**src/design/rmcfg_pkg.sv**
```systemverilog
// constants for the configuration register slice
// assumes an 8-bit register index and 16-bit register data
package rmcfg_pkg;

    localparam int ADDR_W = 8;
    localparam int DATA_W = 16;

    // register indices as printed
    localparam logic [7:0] SPARE_A_ADDR  = 8'hA2;
    localparam logic [7:0] SPARE_B_ADDR  = 8'hA3;
    localparam logic [7:0] SEC2_CRC_ADDR = 8'hBE;
    localparam logic [7:0] SEC3_TDAC_ADDR = 8'hC0;
    localparam logic [7:0] PIN_CFG_ADDR  = 8'hC1;
    localparam logic [7:0] PIN_STAT_ADDR = 8'hF0;

    // section-3 protected address range
    localparam logic [7:0] SEC3_LO_ADDR = 8'hC0;
    localparam logic [7:0] SEC3_HI_ADDR = 8'hE3;

    // reset values
    localparam logic [15:0] SPARE_A_RST  = 16'h0000;
    localparam logic [15:0] SPARE_B_RST  = 16'h0000;
    localparam logic [15:0] SEC2_CRC_RST = 16'h0000;
    localparam logic [15:0] SEC3_TDAC_RST = 16'h0000;
    localparam logic [15:0] PIN_CFG_RST  = 16'h8000;

    // field positions
    localparam int SPARE_A_LSB    = 8;
    localparam int SEC3_EN_BIT    = 15;
    localparam int TDAC_LSB       = 0;
    localparam int TDAC_W         = 3;
    localparam int PIN_FIXED_BIT  = 15;
    localparam int PIN_SPARE_HI_LSB = 12;
    localparam int PIN_FMT_LSB    = 10;
    localparam int PIN_DIR_LSB    = 8;
    localparam int PIN_TB_LSB     = 4;
    localparam int PIN_SPARE_LO_LSB = 2;
    localparam int PIN_DAT_LSB    = 0;
    localparam int NUM_PINS       = 2;

    // decode time base in main-clock periods
    localparam logic [10:0] TB_CODE0 = 11'h010;
    localparam logic [10:0] TB_CODE1 = 11'h040;
    localparam logic [10:0] TB_CODE2 = 11'h100;
    localparam logic [10:0] TB_CODE3 = 11'h400;

    // test DAC level in fortieths of reference b
    localparam logic signed [6:0] TDAC_MUL0 = 7'sh01;
    localparam logic signed [6:0] TDAC_MUL1 = 7'sh02;
    localparam logic signed [6:0] TDAC_MUL2 = 7'sh04;
    localparam logic signed [6:0] TDAC_MUL3 = 7'sh09;
    localparam logic signed [6:0] TDAC_MUL4 = 7'sh12;
    localparam logic signed [6:0] TDAC_MUL5 = 7'sh24;
    localparam logic signed [6:0] TDAC_MUL6 = -7'sh04;
    localparam logic signed [6:0] TDAC_MUL7 = -7'sh09;

endpackage

```
**src/design/rmcfg_regs.sv**
```systemverilog
// configuration register slice: spares, section checksums,
// test DAC code select and the two general-purpose pins
// assumes a single-cycle strobe register port on clock_in
module rmcfg_regs
    import rmcfg_pkg::*;
#(
    parameter int MCLK_DIV = 12 // system cycles per main-clock period
)
(
    input  wire logic              clock_in,      // system clock
    input  wire logic              rst_in,        // sync reset, high
    input  wire logic [ADDR_W-1:0] addr_in,       // register index
    input  wire logic [DATA_W-1:0] wdata_in,      // write data
    input  wire logic              wr_in,         // write strobe
    input  wire logic              rd_in,         // read strobe
    output logic      [DATA_W-1:0] rdata_out,     // read data
    output logic                   rvalid_out,    // read data valid
    output logic      [15:0]       section_two_checksum_value_out, // stored checksum
    output logic                   section_three_checksum_enable_out, // protection on
    output logic                   section_three_write_out, // protected write seen
    output logic      [2:0]        test_dac_level_code_out, // level code
    output logic signed [6:0]      test_dac_multiplier_out, // fortieths of ref b
    input  wire logic [1:0]        pin_in,        // pin levels from pads
    output logic      [1:0]        pin_out,       // pin drive levels
    output logic      [1:0]        pin_oe_out,    // pin drive enables
    output logic      [1:0]        pin_level_out  // decoded input levels
);

    // write decode
    logic wr_spare_a;
    logic wr_spare_b;
    logic wr_sec2;
    logic wr_sec3;
    logic wr_pin;
    logic in_sec3;

    // storage
    logic [7:0]  spare_a_hi;
    logic [15:0] spare_b;
    logic [15:0] section_two_checksum_value;
    logic        section_three_checksum_enable;
    logic [2:0]  test_dac_level_code;
    logic [2:0]  pin_spare_hi;
    logic [1:0]  pin_spare_lo;
    logic [1:0]  pin_format;
    logic [1:0]  pin_direction;
    logic [1:0]  pin_one_decode_timebase;
    logic [1:0]  pin_zero_decode_timebase;
    logic [1:0]  pin_output_level;

    // readback images
    logic [15:0] spare_a_img;
    logic [15:0] sec3_img;
    logic [15:0] pin_cfg_img;
    logic [15:0] pin_stat_img;
    logic [15:0] next_rdata;

    // main-clock divider
    logic [$clog2(MCLK_DIV+1)-1:0] div_cnt;
    logic                          mclk_tick;
    logic [1:0]                    decoded;
    logic [1:0]                    tb_sel [NUM_PINS];

    // one write strobe per stored register; unmapped indices fall through
    always_comb begin
        wr_spare_a = 1'b0;
        wr_spare_b = 1'b0;
        wr_sec2    = 1'b0;
        wr_sec3    = 1'b0;
        wr_pin     = 1'b0;
        if (wr_in) begin
            if (addr_in == SPARE_A_ADDR) begin
                wr_spare_a = 1'b1;
            end else if (addr_in == SPARE_B_ADDR) begin
                wr_spare_b = 1'b1;
            end else if (addr_in == SEC2_CRC_ADDR) begin
                wr_sec2 = 1'b1;
            end else if (addr_in == SEC3_TDAC_ADDR) begin
                wr_sec3 = 1'b1;
            end else if (addr_in == PIN_CFG_ADDR) begin
                wr_pin = 1'b1;
            end
        end
    end

    // whole protected span counts, mapped here or not
    assign in_sec3 = (addr_in >= SEC3_LO_ADDR) && (addr_in <= SEC3_HI_ADDR);

    // spare words: only the checksum engine ever cares
    // low byte of the first spare is not stored, so it always reads zero
    always_ff @(posedge clock_in) begin
        if (rst_in) begin
            spare_a_hi <= SPARE_A_RST[15:SPARE_A_LSB];
        end else if (wr_spare_a) begin
            spare_a_hi <= wdata_in[15:SPARE_A_LSB];
        end
    end

    always_ff @(posedge clock_in) begin
        if (rst_in) begin
            spare_b <= SPARE_B_RST;
        end else if (wr_spare_b) begin
            spare_b <= wdata_in;
        end
    end

    always_ff @(posedge clock_in) begin
        if (rst_in) begin
            section_two_checksum_value <= SEC2_CRC_RST;
        end else if (wr_sec2) begin
            section_two_checksum_value <= wdata_in;
        end
    end

    always_ff @(posedge clock_in) begin
        if (rst_in) begin
            section_three_checksum_enable <= SEC3_TDAC_RST[SEC3_EN_BIT];
            test_dac_level_code           <= SEC3_TDAC_RST[TDAC_LSB +: TDAC_W];
        end else if (wr_sec3) begin
            section_three_checksum_enable <= wdata_in[SEC3_EN_BIT];
            test_dac_level_code           <= wdata_in[TDAC_LSB +: TDAC_W];
        end
    end

    always_ff @(posedge clock_in) begin
        if (rst_in) begin
            pin_spare_hi <= PIN_CFG_RST[PIN_SPARE_HI_LSB +: 3];
            pin_spare_lo <= PIN_CFG_RST[PIN_SPARE_LO_LSB +: 2];
        end else if (wr_pin) begin
            pin_spare_hi <= wdata_in[PIN_SPARE_HI_LSB +: 3];
            pin_spare_lo <= wdata_in[PIN_SPARE_LO_LSB +: 2];
        end
    end

    always_ff @(posedge clock_in) begin
        if (rst_in) begin
            pin_format    <= PIN_CFG_RST[PIN_FMT_LSB +: 2];
            pin_direction <= PIN_CFG_RST[PIN_DIR_LSB +: 2];
        end else if (wr_pin) begin
            pin_format    <= wdata_in[PIN_FMT_LSB +: 2];
            pin_direction <= wdata_in[PIN_DIR_LSB +: 2];
        end
    end

    always_ff @(posedge clock_in) begin
        if (rst_in) begin
            pin_one_decode_timebase  <= PIN_CFG_RST[PIN_TB_LSB+2 +: 2];
            pin_zero_decode_timebase <= PIN_CFG_RST[PIN_TB_LSB +: 2];
        end else if (wr_pin) begin
            pin_one_decode_timebase  <= wdata_in[PIN_TB_LSB+2 +: 2];
            pin_zero_decode_timebase <= wdata_in[PIN_TB_LSB +: 2];
        end
    end

    always_ff @(posedge clock_in) begin
        if (rst_in) begin
            pin_output_level <= PIN_CFG_RST[PIN_DAT_LSB +: 2];
        end else if (wr_pin) begin
            pin_output_level <= wdata_in[PIN_DAT_LSB +: 2];
        end
    end

    // readback images; reserved bits are constants, never stored
    always_comb begin
        spare_a_img = {spare_a_hi, 8'h00};
        sec3_img = {section_three_checksum_enable, 12'h000, test_dac_level_code};
        pin_cfg_img = {1'b1,
                       pin_spare_hi,
                       pin_format,
                       pin_direction,
                       pin_one_decode_timebase,
                       pin_zero_decode_timebase,
                       pin_spare_lo,
                       pin_output_level};
        // decoded levels before the output-pin mask
        pin_stat_img = {14'h0000, decoded};
    end

    // unmapped indices read as zero
    always_comb begin
        if (addr_in == SPARE_A_ADDR) begin
            next_rdata = spare_a_img;
        end else if (addr_in == SPARE_B_ADDR) begin
            next_rdata = spare_b;
        end else if (addr_in == SEC2_CRC_ADDR) begin
            next_rdata = section_two_checksum_value;
        end else if (addr_in == SEC3_TDAC_ADDR) begin
            next_rdata = sec3_img;
        end else if (addr_in == PIN_CFG_ADDR) begin
            next_rdata = pin_cfg_img;
        end else if (addr_in == PIN_STAT_ADDR) begin
            next_rdata = pin_stat_img;
        end else begin
            next_rdata = 16'h0000;
        end
    end

    // data stand only in the cycle after the strobe
    always_ff @(posedge clock_in) begin
        if (rst_in) begin
            rvalid_out <= 1'b0;
        end else begin
            rvalid_out <= rd_in;
        end
    end

    // zero outside the answer cycle so a stale word is never taken for data
    always_ff @(posedge clock_in) begin
        if (rst_in) begin
            rdata_out <= 16'h0000;
        end else begin
            rdata_out <= rd_in ? next_rdata : 16'h0000;
        end
    end

    // checksum engine hooks
    always_ff @(posedge clock_in) begin
        if (rst_in) begin
            section_two_checksum_value_out <= SEC2_CRC_RST;
        end else begin
            section_two_checksum_value_out <= section_two_checksum_value;
        end
    end

    always_ff @(posedge clock_in) begin
        if (rst_in) begin
            section_three_checksum_enable_out <= 1'b0;
        end else begin
            section_three_checksum_enable_out <= section_three_checksum_enable;
        end
    end

    // the engine must refresh its reference after such a write
    always_ff @(posedge clock_in) begin
        if (rst_in) begin
            section_three_write_out <= 1'b0;
        end else begin
            section_three_write_out <= wr_in && in_sec3 && section_three_checksum_enable;
        end
    end

    // test DAC code and the level it stands for
    always_ff @(posedge clock_in) begin
        if (rst_in) begin
            test_dac_level_code_out <= 3'h0;
        end else begin
            test_dac_level_code_out <= test_dac_level_code;
        end
    end

    // a table keeps the negative codes out of any arithmetic
    always_ff @(posedge clock_in) begin
        if (rst_in) begin
            test_dac_multiplier_out <= TDAC_MUL0;
        end else begin
            case (test_dac_level_code)
                3'h0:    test_dac_multiplier_out <= TDAC_MUL0;
                3'h1:    test_dac_multiplier_out <= TDAC_MUL1;
                3'h2:    test_dac_multiplier_out <= TDAC_MUL2;
                3'h3:    test_dac_multiplier_out <= TDAC_MUL3;
                3'h4:    test_dac_multiplier_out <= TDAC_MUL4;
                3'h5:    test_dac_multiplier_out <= TDAC_MUL5;
                3'h6:    test_dac_multiplier_out <= TDAC_MUL6;
                default: test_dac_multiplier_out <= TDAC_MUL7;
            endcase
        end
    end

    // main-clock enable; the decoder time base counts these ticks
    // a divisor of one ticks every cycle, which keeps decode windows short
    always_ff @(posedge clock_in) begin
        if (rst_in) begin
            div_cnt <= '0;
        end else if (div_cnt == ($clog2(MCLK_DIV+1))'(MCLK_DIV - 1)) begin
            div_cnt <= '0;
        end else begin
            div_cnt <= div_cnt + 1'b1;
        end
    end

    always_ff @(posedge clock_in) begin
        if (rst_in) begin
            mclk_tick <= 1'b0;
        end else begin
            mclk_tick <= (div_cnt == ($clog2(MCLK_DIV+1))'(MCLK_DIV - 1));
        end
    end

    assign tb_sel[0] = pin_zero_decode_timebase;
    assign tb_sel[1] = pin_one_decode_timebase;

    generate
        for (genvar i = 0; i < NUM_PINS; i++) begin : g_pin
            rmcfg_pin_channel u_chan (
                .clock_in    (clock_in),
                .rst_in      (rst_in),
                .tick_in     (mclk_tick),
                .pin_in      (pin_in[i]),
                .format_in   (pin_format[i]),
                .timebase_in (tb_sel[i]),
                .level_out   (decoded[i])
            );

            // static drive only; format never reaches the driver
            always_ff @(posedge clock_in) begin
                if (rst_in) begin
                    pin_oe_out[i] <= 1'b0;
                end else begin
                    pin_oe_out[i] <= pin_direction[i];
                end
            end

            always_ff @(posedge clock_in) begin
                if (rst_in) begin
                    pin_out[i] <= 1'b0;
                end else begin
                    pin_out[i] <= pin_direction[i] & pin_output_level[i];
                end
            end

            // an output pin reports nothing decoded
            always_ff @(posedge clock_in) begin
                if (rst_in) begin
                    pin_level_out[i] <= 1'b0;
                end else begin
                    pin_level_out[i] <= ~pin_direction[i] & decoded[i];
                end
            end
        end
    endgenerate

endmodule // rmcfg_regs

```
**src/design/rmcfg_pin_channel.sv**
```systemverilog
// one pin input path: synchroniser, static level and pwm decoder
// assumes tick_in is a one-cycle main-clock enable
module rmcfg_pin_channel
    import rmcfg_pkg::*;
(
    input  wire logic       clock_in,    // system clock
    input  wire logic       rst_in,      // sync reset, high
    input  wire logic       tick_in,     // main-clock enable
    input  wire logic       pin_in,      // raw pin level
    input  wire logic       format_in,   // 1 = pwm decode
    input  wire logic [1:0] timebase_in, // decode time base code
    output logic            level_out    // decoded level
);

    logic        sync_a;
    logic        sync_b;
    logic [10:0] span;
    logic [1:0]  tb_seen;
    logic [10:0] win_cnt;
    logic [10:0] high_cnt;
    logic [10:0] next_high;
    logic        pwm_level;

    always_ff @(posedge clock_in) begin
        if (rst_in) begin
            sync_a <= 1'b0;
            sync_b <= 1'b0;
        end else begin
            sync_a <= pin_in;
            sync_b <= sync_a;
        end
    end

    always_comb begin
        case (timebase_in)
            2'b00:   span = TB_CODE0;
            2'b01:   span = TB_CODE1;
            2'b10:   span = TB_CODE2;
            default: span = TB_CODE3;
        endcase
    end

    assign next_high = high_cnt + {10'h000, sync_b};

    // majority of high samples over one window decides the level
    always_ff @(posedge clock_in) begin
        if (rst_in) begin
            win_cnt   <= 11'h000;
            high_cnt  <= 11'h000;
            tb_seen   <= 2'b00;
            pwm_level <= 1'b0;
        end else if (tb_seen != timebase_in) begin
            // restart so a window never mixes two time bases
            tb_seen  <= timebase_in;
            win_cnt  <= 11'h000;
            high_cnt <= 11'h000;
        end else if (tick_in) begin
            if (win_cnt == span - 11'h001) begin
                win_cnt   <= 11'h000;
                high_cnt  <= 11'h000;
                pwm_level <= {next_high, 1'b0} > {1'b0, span};
            end else begin
                win_cnt  <= win_cnt + 11'h001;
                high_cnt <= next_high;
            end
        end
    end

    always_ff @(posedge clock_in) begin
        if (rst_in) begin
            level_out <= 1'b0;
        end else begin
            level_out <= format_in ? pwm_level : sync_b;
        end
    end

endmodule // rmcfg_pin_channel

```
**config.mk**
```make
export PLATFORM = sky130hd
export DESIGN_NAME = rmcfg_regs
export DESIGN_NICKNAME = d
export VERILOG_FILES = /design/src/design/rmcfg_pkg.sv /design/src/design/rmcfg_regs.sv /design/src/design/rmcfg_pin_channel.sv
export SDC_FILE = /design/constraint.sdc
export NUM_CORES = 1
export LEC_CHECK = 0
export ABC_AREA = 1
export BUFFER_PORTS_ARGS = -buffer_cell sky130_fd_sc_hd__buf_4
export CAP_MARGIN = 40
export CORE_AREA = 2 2 160 162
export DETAILED_ROUTE_END_ITERATION = 7
export DIE_AREA = 0 0 162 164
export PLACE_DENSITY = 0.56
export SYNTH_ARGS = -nofsm -noshare
export SYNTH_HDL_FRONTEND = slang
export SYNTH_SLANG_ARGS = --single-unit
```
**constraint.sdc**
```tcl
create_clock -name clock_in -period 2.81 [get_ports clock_in]
set_input_delay 0.4215 -clock clock_in [delete_from_list [all_inputs] [get_ports clock_in]]
set_output_delay 0.4215 -clock clock_in [all_outputs]
set_load 0.02 [all_outputs]
```
==> results of run 1 <==
[synthesized netlist by cell type (5+ instances only)]
| library cell | number |
|---|---|
| nor2_2 | 11 |
| nor3b_1 | 6 |
| nand3_1 | 50 |
| buf_6 | 5 |
| xnor2_1 | 5 |
| inv_2 | 9 |
| nand2_2 | 5 |
| inv_1 | 109 |
| xor2_1 | 14 |
| nor2_4 | 6 |
| buf_4 | 7 |
| ha_1 | 17 |
| o21ai_1 | 15 |
| nor2_1 | 147 |
| nand2_1 | 200 |
| dfxtp_1 | 171 |
| o22ai_1 | 5 |
| o21ai_0 | 52 |
| nor3_1 | 11 |
| a21oi_1 | 70 |
| clkbuf_1 | 17 |
| a211oi_1 | 6 |
[power by group]
part	internal, mW	switching (mW)	total (mW)
sequential	2.43	0.00581	2.44
clock	1.18	1.03	2.20
combinational	0.0530	0.103	0.156
[layer usage]
| layer | wire length [um] | global-route usage (%) |
|---|---|---|
| met1 | 8920 | 18.6 |
| met2 | 8250 | 22.5 |
| met3 | 686 | 2.90 |
| met4 | 261 | 4.99 |
| met5 | 0 | 0 |
[sequential cells by signal, summed over array words and instances, names as in the netlist, 3 cells and up]
| name | count |
|---|---|
| div_cnt | 4 |
| pin_spare_hi | 3 |
| g_pin.u_chan.high_cnt | 22 |
| section_two_checksum_value_out | 16 |
| spare_a_hi | 8 |
| test_dac_level_code_out | 3 |
| section_two_checksum_value | 16 |
| g_pin.u_chan.tb_seen | 4 |
| test_dac_multiplier_out | 7 |
| g_pin.u_chan.win_cnt | 22 |
| test_dac_level_code | 3 |
| rdata_out | 16 |
| spare_b | 16 |
[final timing paths]
kind                          start                   endpoint  slack [ns]  cells past startpoint
min                       pin_in[0]     g_pin[0].u_chan.sync_a        0.22                      3
min reg2reg  g_pin[1].u_chan.sync_a     g_pin[1].u_chan.sync_b        0.40                      2
max reg2reg  g_pin[1].u_chan.sync_b  g_pin[1].u_chan.pwm_level        0.52                     16
max          g_pin[1].u_chan.sync_b  g_pin[1].u_chan.pwm_level        0.52                     16
[cell type report]
| class | instances | area, um2 | area share (%) |
|---|---|---|---|
| clock buffer | 19 | 443 | 5.05 |
| inverter | 120 | 454 | 5.18 |
| clock inverter | 12 | 105 | 1.20 |
| tap | 330 | 413 | 4.71 |
| multi-input combinational | 658 | 3280 | 37.4 |
| sequential | 171 | 3420 | 39.0 |
| timing repair buffer | 87 | 653 | 7.45 |
[worst min-delay path, cell delays in order]
cell	delay, ns
buf_4	0.08
inv_1	0.03
nor2_1	0.08
[logic make-up after synthesis]
logic type | Yosys count | synth area share [%]
AND/OR/NAND/NOR | 449 | 26.2
AO/OA/AOI/OAI | 173 | 13.2
flip-flops | 171 | 46.6
buffers and inverters | 153 | 8.81
XOR/XNOR | 19 | 2.27
adder cells (fa/ha/maj) | 17 | 2.90
[layout by cell type (no fill, tap or decap), types with 5 or more instances in the layout]
cell	instances
nand2_1	200
ha_1	17
nor2_2	11
o22ai_1	5
nor3_1	11
inv_1	109
a21oi_1	70
xnor2_1	5
clkbuf_16	17
nor3b_1	6
inv_6	5
o21ai_0	52
xor2_1	14
nor2_1	147
nand2_2	5
o21ai_1	15
a211oi_1	6
inv_2	9
dfxtp_1	171
nand3_1	50
buf_4	87
nor2_4	6
[stage by stage]
| step | util (%) | cell area, um2 | cells | hold WS, ns |
|---|---|---|---|---|
| global route | 35.3 | 8770 | 1397 | 0.208 |
| floorplan | - | 7350 | 982 | 0.388 |
| CTS | 35.3 | 8770 | 1397 | 0.198 |
| finish | 35.3 | 8770 | 1397 | 0.215 |
| global placement | 33.1 | 8220 | 1366 | 0.394 |
| detailed placement | 33.1 | 8220 | 1366 | 0.396 |
==> metrics.txt, run 1 <==
status finished clean; Max-Cap Viols 0; Root Driver clkbuf_16; H-Tree Depth 4; final slew viol count 0; kind of critical path flop to flop; # port buffers 80; vias per cell 4.49; Max Clk Rate 436 MHz; detailed-route DRC error count 0; Post-CTS Resized 0; setup TNS 0 ns; WL/cell 13.0 um; initial antenna violation count 0; ranking of synthesized cells by area dfxtp_1, nand2_1, nor2_1; total global routing overflow 0; post-CTS setup buffers 0; HPWL after detailed placement 13000 um; CP Capture Type flop; number of synthesized flops with an enable pin 0; crit path launch type flop; #FFs+latches synth 171; worst skew pair latency 0.43 ns; Req. time, crit path 3.10 ns; Die Area 26600 um2; CP bufs+invs 1; pre-CTS WS 0.539 ns; fraction of registers with async set/reset 0%; Clock Tree Buf Depth 2; share of the synthesized area in the top cell type 46.6%; DRT iter0 DRCs 396; maximum VDD drop 0.000423 V; final number of setup-violating endpoints 0; NumNets Final 1102; worst-margin pin slew 0.760 ns; setup slack after layout 0.517 ns; pin count of the biggest net entering global routing 53; Crit path largest cell delay 0.34 ns; TritonCTS clock tree built; slowest CP cell dfxtp_1; sequence of cells on the critical path ha_1, nand3_1, nor2_1, nand3_1, xor2_1, inv_1, ha_1, nand3_1, nor2_1, nand2_1, nor2_1, nand3_1, nor2_1, nor2_1, nand2_1, a21oi_2; total CTS buffers 17; syn nets 1029; delay-heaviest family, CP simple AND/OR/NAND/NOR gates; share of layout cells above drive strength 1 15.0%; die width 162 um; Most used DFF post-synth dfxtp_1; Slew HR 49.2%; Vert. Die Dim 164 um; Fin. Hold Viols 0; Mapped Cells 982; Mapped Avg Cell Area 7.48 um2; Min-Delay Path Class input port to flop; TritonCTS Sinks 171; fin crit period 2.29 ns; RSZ-0062 raised after global routing false; Yosys warnings 0; Setup Skew 0.0108 ns; Worst-path clk slew 0.07 ns; Synth area leader dfxtp_1; power density cells 547 nW/um2; sequential fraction of the synthesis area 46.6%; Total Routing Usage GR 14.0%; DRT Pass-1 Iters 5; hold-fix buffers at CTS 0; # IOs 81; Leakage 3.59 nW; CP most frequent cell nor2_1; via count 6277; routed wire length 18100 um; Rows 58; GPL Wtd Cong 0.799; Final period util 81.6%; global-route wire length before repair 29500 um; antenna-violating nets left 0; Area Growth Syn to Fin 19.3%; core area 24800 um2; Crit Path Max Fanout 4; Starting Density 29.6%; synthesized cell area 7350 um2; vias in the first global route 5911; Worst Path Arrival 2.59 ns; Distinct cells, synth 43; fillers 2612; Design Power 4.80 mW; n_diodes 0
Note: power is estimated with default switching activity, not from simulation.
==> inputs of run 2 (changes only) <==
==> constraint.sdc (replaced) <==
create_clock -name clock_in -period 2.4 [get_ports clock_in]
set_input_delay 0.36 -clock clock_in [delete_from_list [all_inputs] [get_ports clock_in]]
set_output_delay 0.36 -clock clock_in [all_outputs]
set_load 0.02 [all_outputs]
==> metrics.txt, run 2 (synthesized netlist as in run 1, its figures left out) <==
Root Driver clkbuf_16; Clock Tree Buf Depth 2 (unchanged); clock power share 47.2% (+1.3 points); Sw Ratio 22.7% (-0.95 points); most frequent cells in the layout nand2_1, dfxtp_1, nor2_1; CP Capture Type flop; global-route wire length before repair 30200 um (+2.2%); GPL Wtd Cong 0.807 (+0.93%); Area Growth Syn to Fin 21.2%; total global routing overflow 0 (unchanged); worst r2r src g_pin[0].u_chan.high_cnt[0]; hold-fix buffers at CTS 0 (unchanged); status finished clean; Die Area 26600 um2 (unchanged); fin crit period 2.17 ns (-0.118 ns); power share of the sequential group 49.6% (-1.2 points); worst-margin pin slew 0.640 ns (-0.120 ns); DRT iter0 DRCs 423 (+6.8%); TritonCTS clock tree built; worst skew pair latency 0.43 ns (about the same); RSZ-0062 raised after global routing false; via count 6332 (+0.88%); die width 162 um (unchanged); reg-to-reg endpoint g_pin[0].u_chan.pwm_level; total CTS buffers 17 (unchanged); Fin. Hold Viols 0 (unchanged); final number of setup-violating endpoints 0 (unchanged); n_diodes 0 (unchanged); initial antenna violation count 0 (unchanged); CP startpoint g_pin[0].u_chan.high_cnt[0]; Starting Density 29.6% (unchanged); NumNets Final 1110 (+0.73%); Crit Path Max Fanout 4 (unchanged); CP Capture Point g_pin[0].u_chan.pwm_level; vias in the first global route 5884 (-0.46%); maximum VDD drop 0.000496 V (+17%); pin count of the biggest net entering global routing 53 (unchanged); Final period util 90.6% (+9.0 points); Pint 4.45 mW (+22%); crit path launch type flop; Worst Path Arrival 2.45 ns (-0.14 ns); detailed-route DRC error count 0 (unchanged); Worst-path clk slew 0.06 ns (about the same); Regs by FF count g_pin.u_chan.high_cnt (22), g_pin.u_chan.win_cnt (22); R2R cell count 16 (unchanged); setup TNS 0 ns (unchanged); TritonCTS Sinks 171 (unchanged); vias per cell 4.50 (+0.23%); antenna-violating nets left 0 (unchanged); # port buffers 80 (unchanged); Setup Skew 0.0106 ns (-0.000150 ns); Max-Cap Viols 0 (unchanged); Layout Utilization 35.9% (+0.55 points); kind of critical path flop to flop; Total Routing Usage GR 14.3% (+0.34 points); power density cells 647 nW/um2 (+18%); Gate power share 3.2% (about the same); Slew HR 57.3% (+8.1 points); Min-Delay Path Class input port to flop; Sw Pwr 1.31 mW (+15%); # IOs 81 (unchanged); HPWL after detailed placement 13100 um (+1.1%); WL/cell 13.2 um (+2.1%); reg2reg setup slack 0.23 ns (-0.29 ns); final slew viol count 0 (unchanged); Leakage 3.63 nW (+1.2%); commonest non-fill, non-tap cell in the layout nand2_1; Vert. Die Dim 164 um (unchanged); Max Clk Rate 460 MHz (+5.4%); DRT Pass-1 Iters 5 (unchanged); Rows 58 (unchanged); Req. time, crit path 2.68 ns (-0.42 ns); core area 24800 um2 (unchanged); share of layout cells above drive strength 1 16.3% (+1.3 points); routed wire length 18600 um (+2.7%); H-Tree Depth 4 (unchanged)
==> run 2: power groups by stage <==
stage | registers, mW | logic (mW) | clock network [mW]
after CTS | 2.86 | 0.186 | 2.78
final | 2.86 | 0.187 | 2.72
after global placement | 2.92 | 0.186 | 0
after floorplan | 2.92 | 0.0874 | 0
after detailed placement | 2.92 | 0.186 | 0
after global routing | 2.86 | 0.205 | 2.90
==> run 2: layout make-up <==
cell class | instances | area (um2)
Timing Repair Buffer | 95 | 726
Inverter | 120 | 454
Multi-Input combinational cell | 658 | 3310
Clock buffer | 19 | 433
Fill cell | 2672 | 15900
Clock inverter | 13 | 144
Sequential cell | 171 | 3430
Tap cell | 330 | 413
==> run 2: per-layer routing <==
| metal | track usage, % | routed length (um) |
|---|---|---|
| met2 | 22.7 | 8450 |
| met3 | 2.45 | 549 |
| met1 | 19.4 | 9290 |
| met5 | 0 | 0 |
| met4 | 5.59 | 329 |
==> run 2: worst min path at each step <==
stage / start / to / cells after the start
6_report: pin_in[0] / g_pin[0].u_chan.sync_a / 3
5_1_grt: pin_in[0] / g_pin[0].u_chan.sync_a / 3
4_1_cts: pin_in[0] / g_pin[0].u_chan.sync_a / 3
3_5_place_dp: g_pin[1].u_chan.sync_a / g_pin[1].u_chan.sync_b / 2
3_3_place_gp: g_pin[1].u_chan.sync_a / g_pin[1].u_chan.sync_b / 2
2_1_floorplan: g_pin[0].u_chan.sync_a / g_pin[0].u_chan.sync_b / 2
==> run 2: stage by stage <==
| step | total power, mW | instances | hold WS, ns | worst slack, ns | area, um2 |
|---|---|---|---|---|---|
| finish | 5.76 | 1406 | 0.150 | 0.225 | 8900 |
| global route | 5.96 | 1406 | 0.143 | 0.00946 | 8900 |
| CTS | 5.82 | 1405 | 0.136 | 0.107 | 8860 |
| detailed placement | 3.11 | 1373 | 0.399 | 0.150 | 8280 |
| global placement | 3.11 | 1373 | 0.400 | 0.212 | 8280 |
| floorplan | 3.01 | 982 | 0.388 | 0.390 | 7350 |
==> run 2: worst max-delay path: stages, from the launching register on <==
cell,delay (ns)
dfxtp_1,0.33
ha_1,0.17
nand3_1,0.10
nor2_1,0.17
nand2_2,0.10
o21ai_0,0.19
inv_1,0.08
ha_1,0.29
inv_1,0.04
nor2_1,0.08
nand2_1,0.06
nor2_1,0.10
nand2_1,0.06
nor2_1,0.09
a21oi_1,0.07
nand2_1,0.07
a21oi_1,0.06
==> run 2: timing repair <==
item                       in CTS  in global routing
resized for setup               0                  9
setup buffers                   0                  1
setup endpoints to repair       0                  2
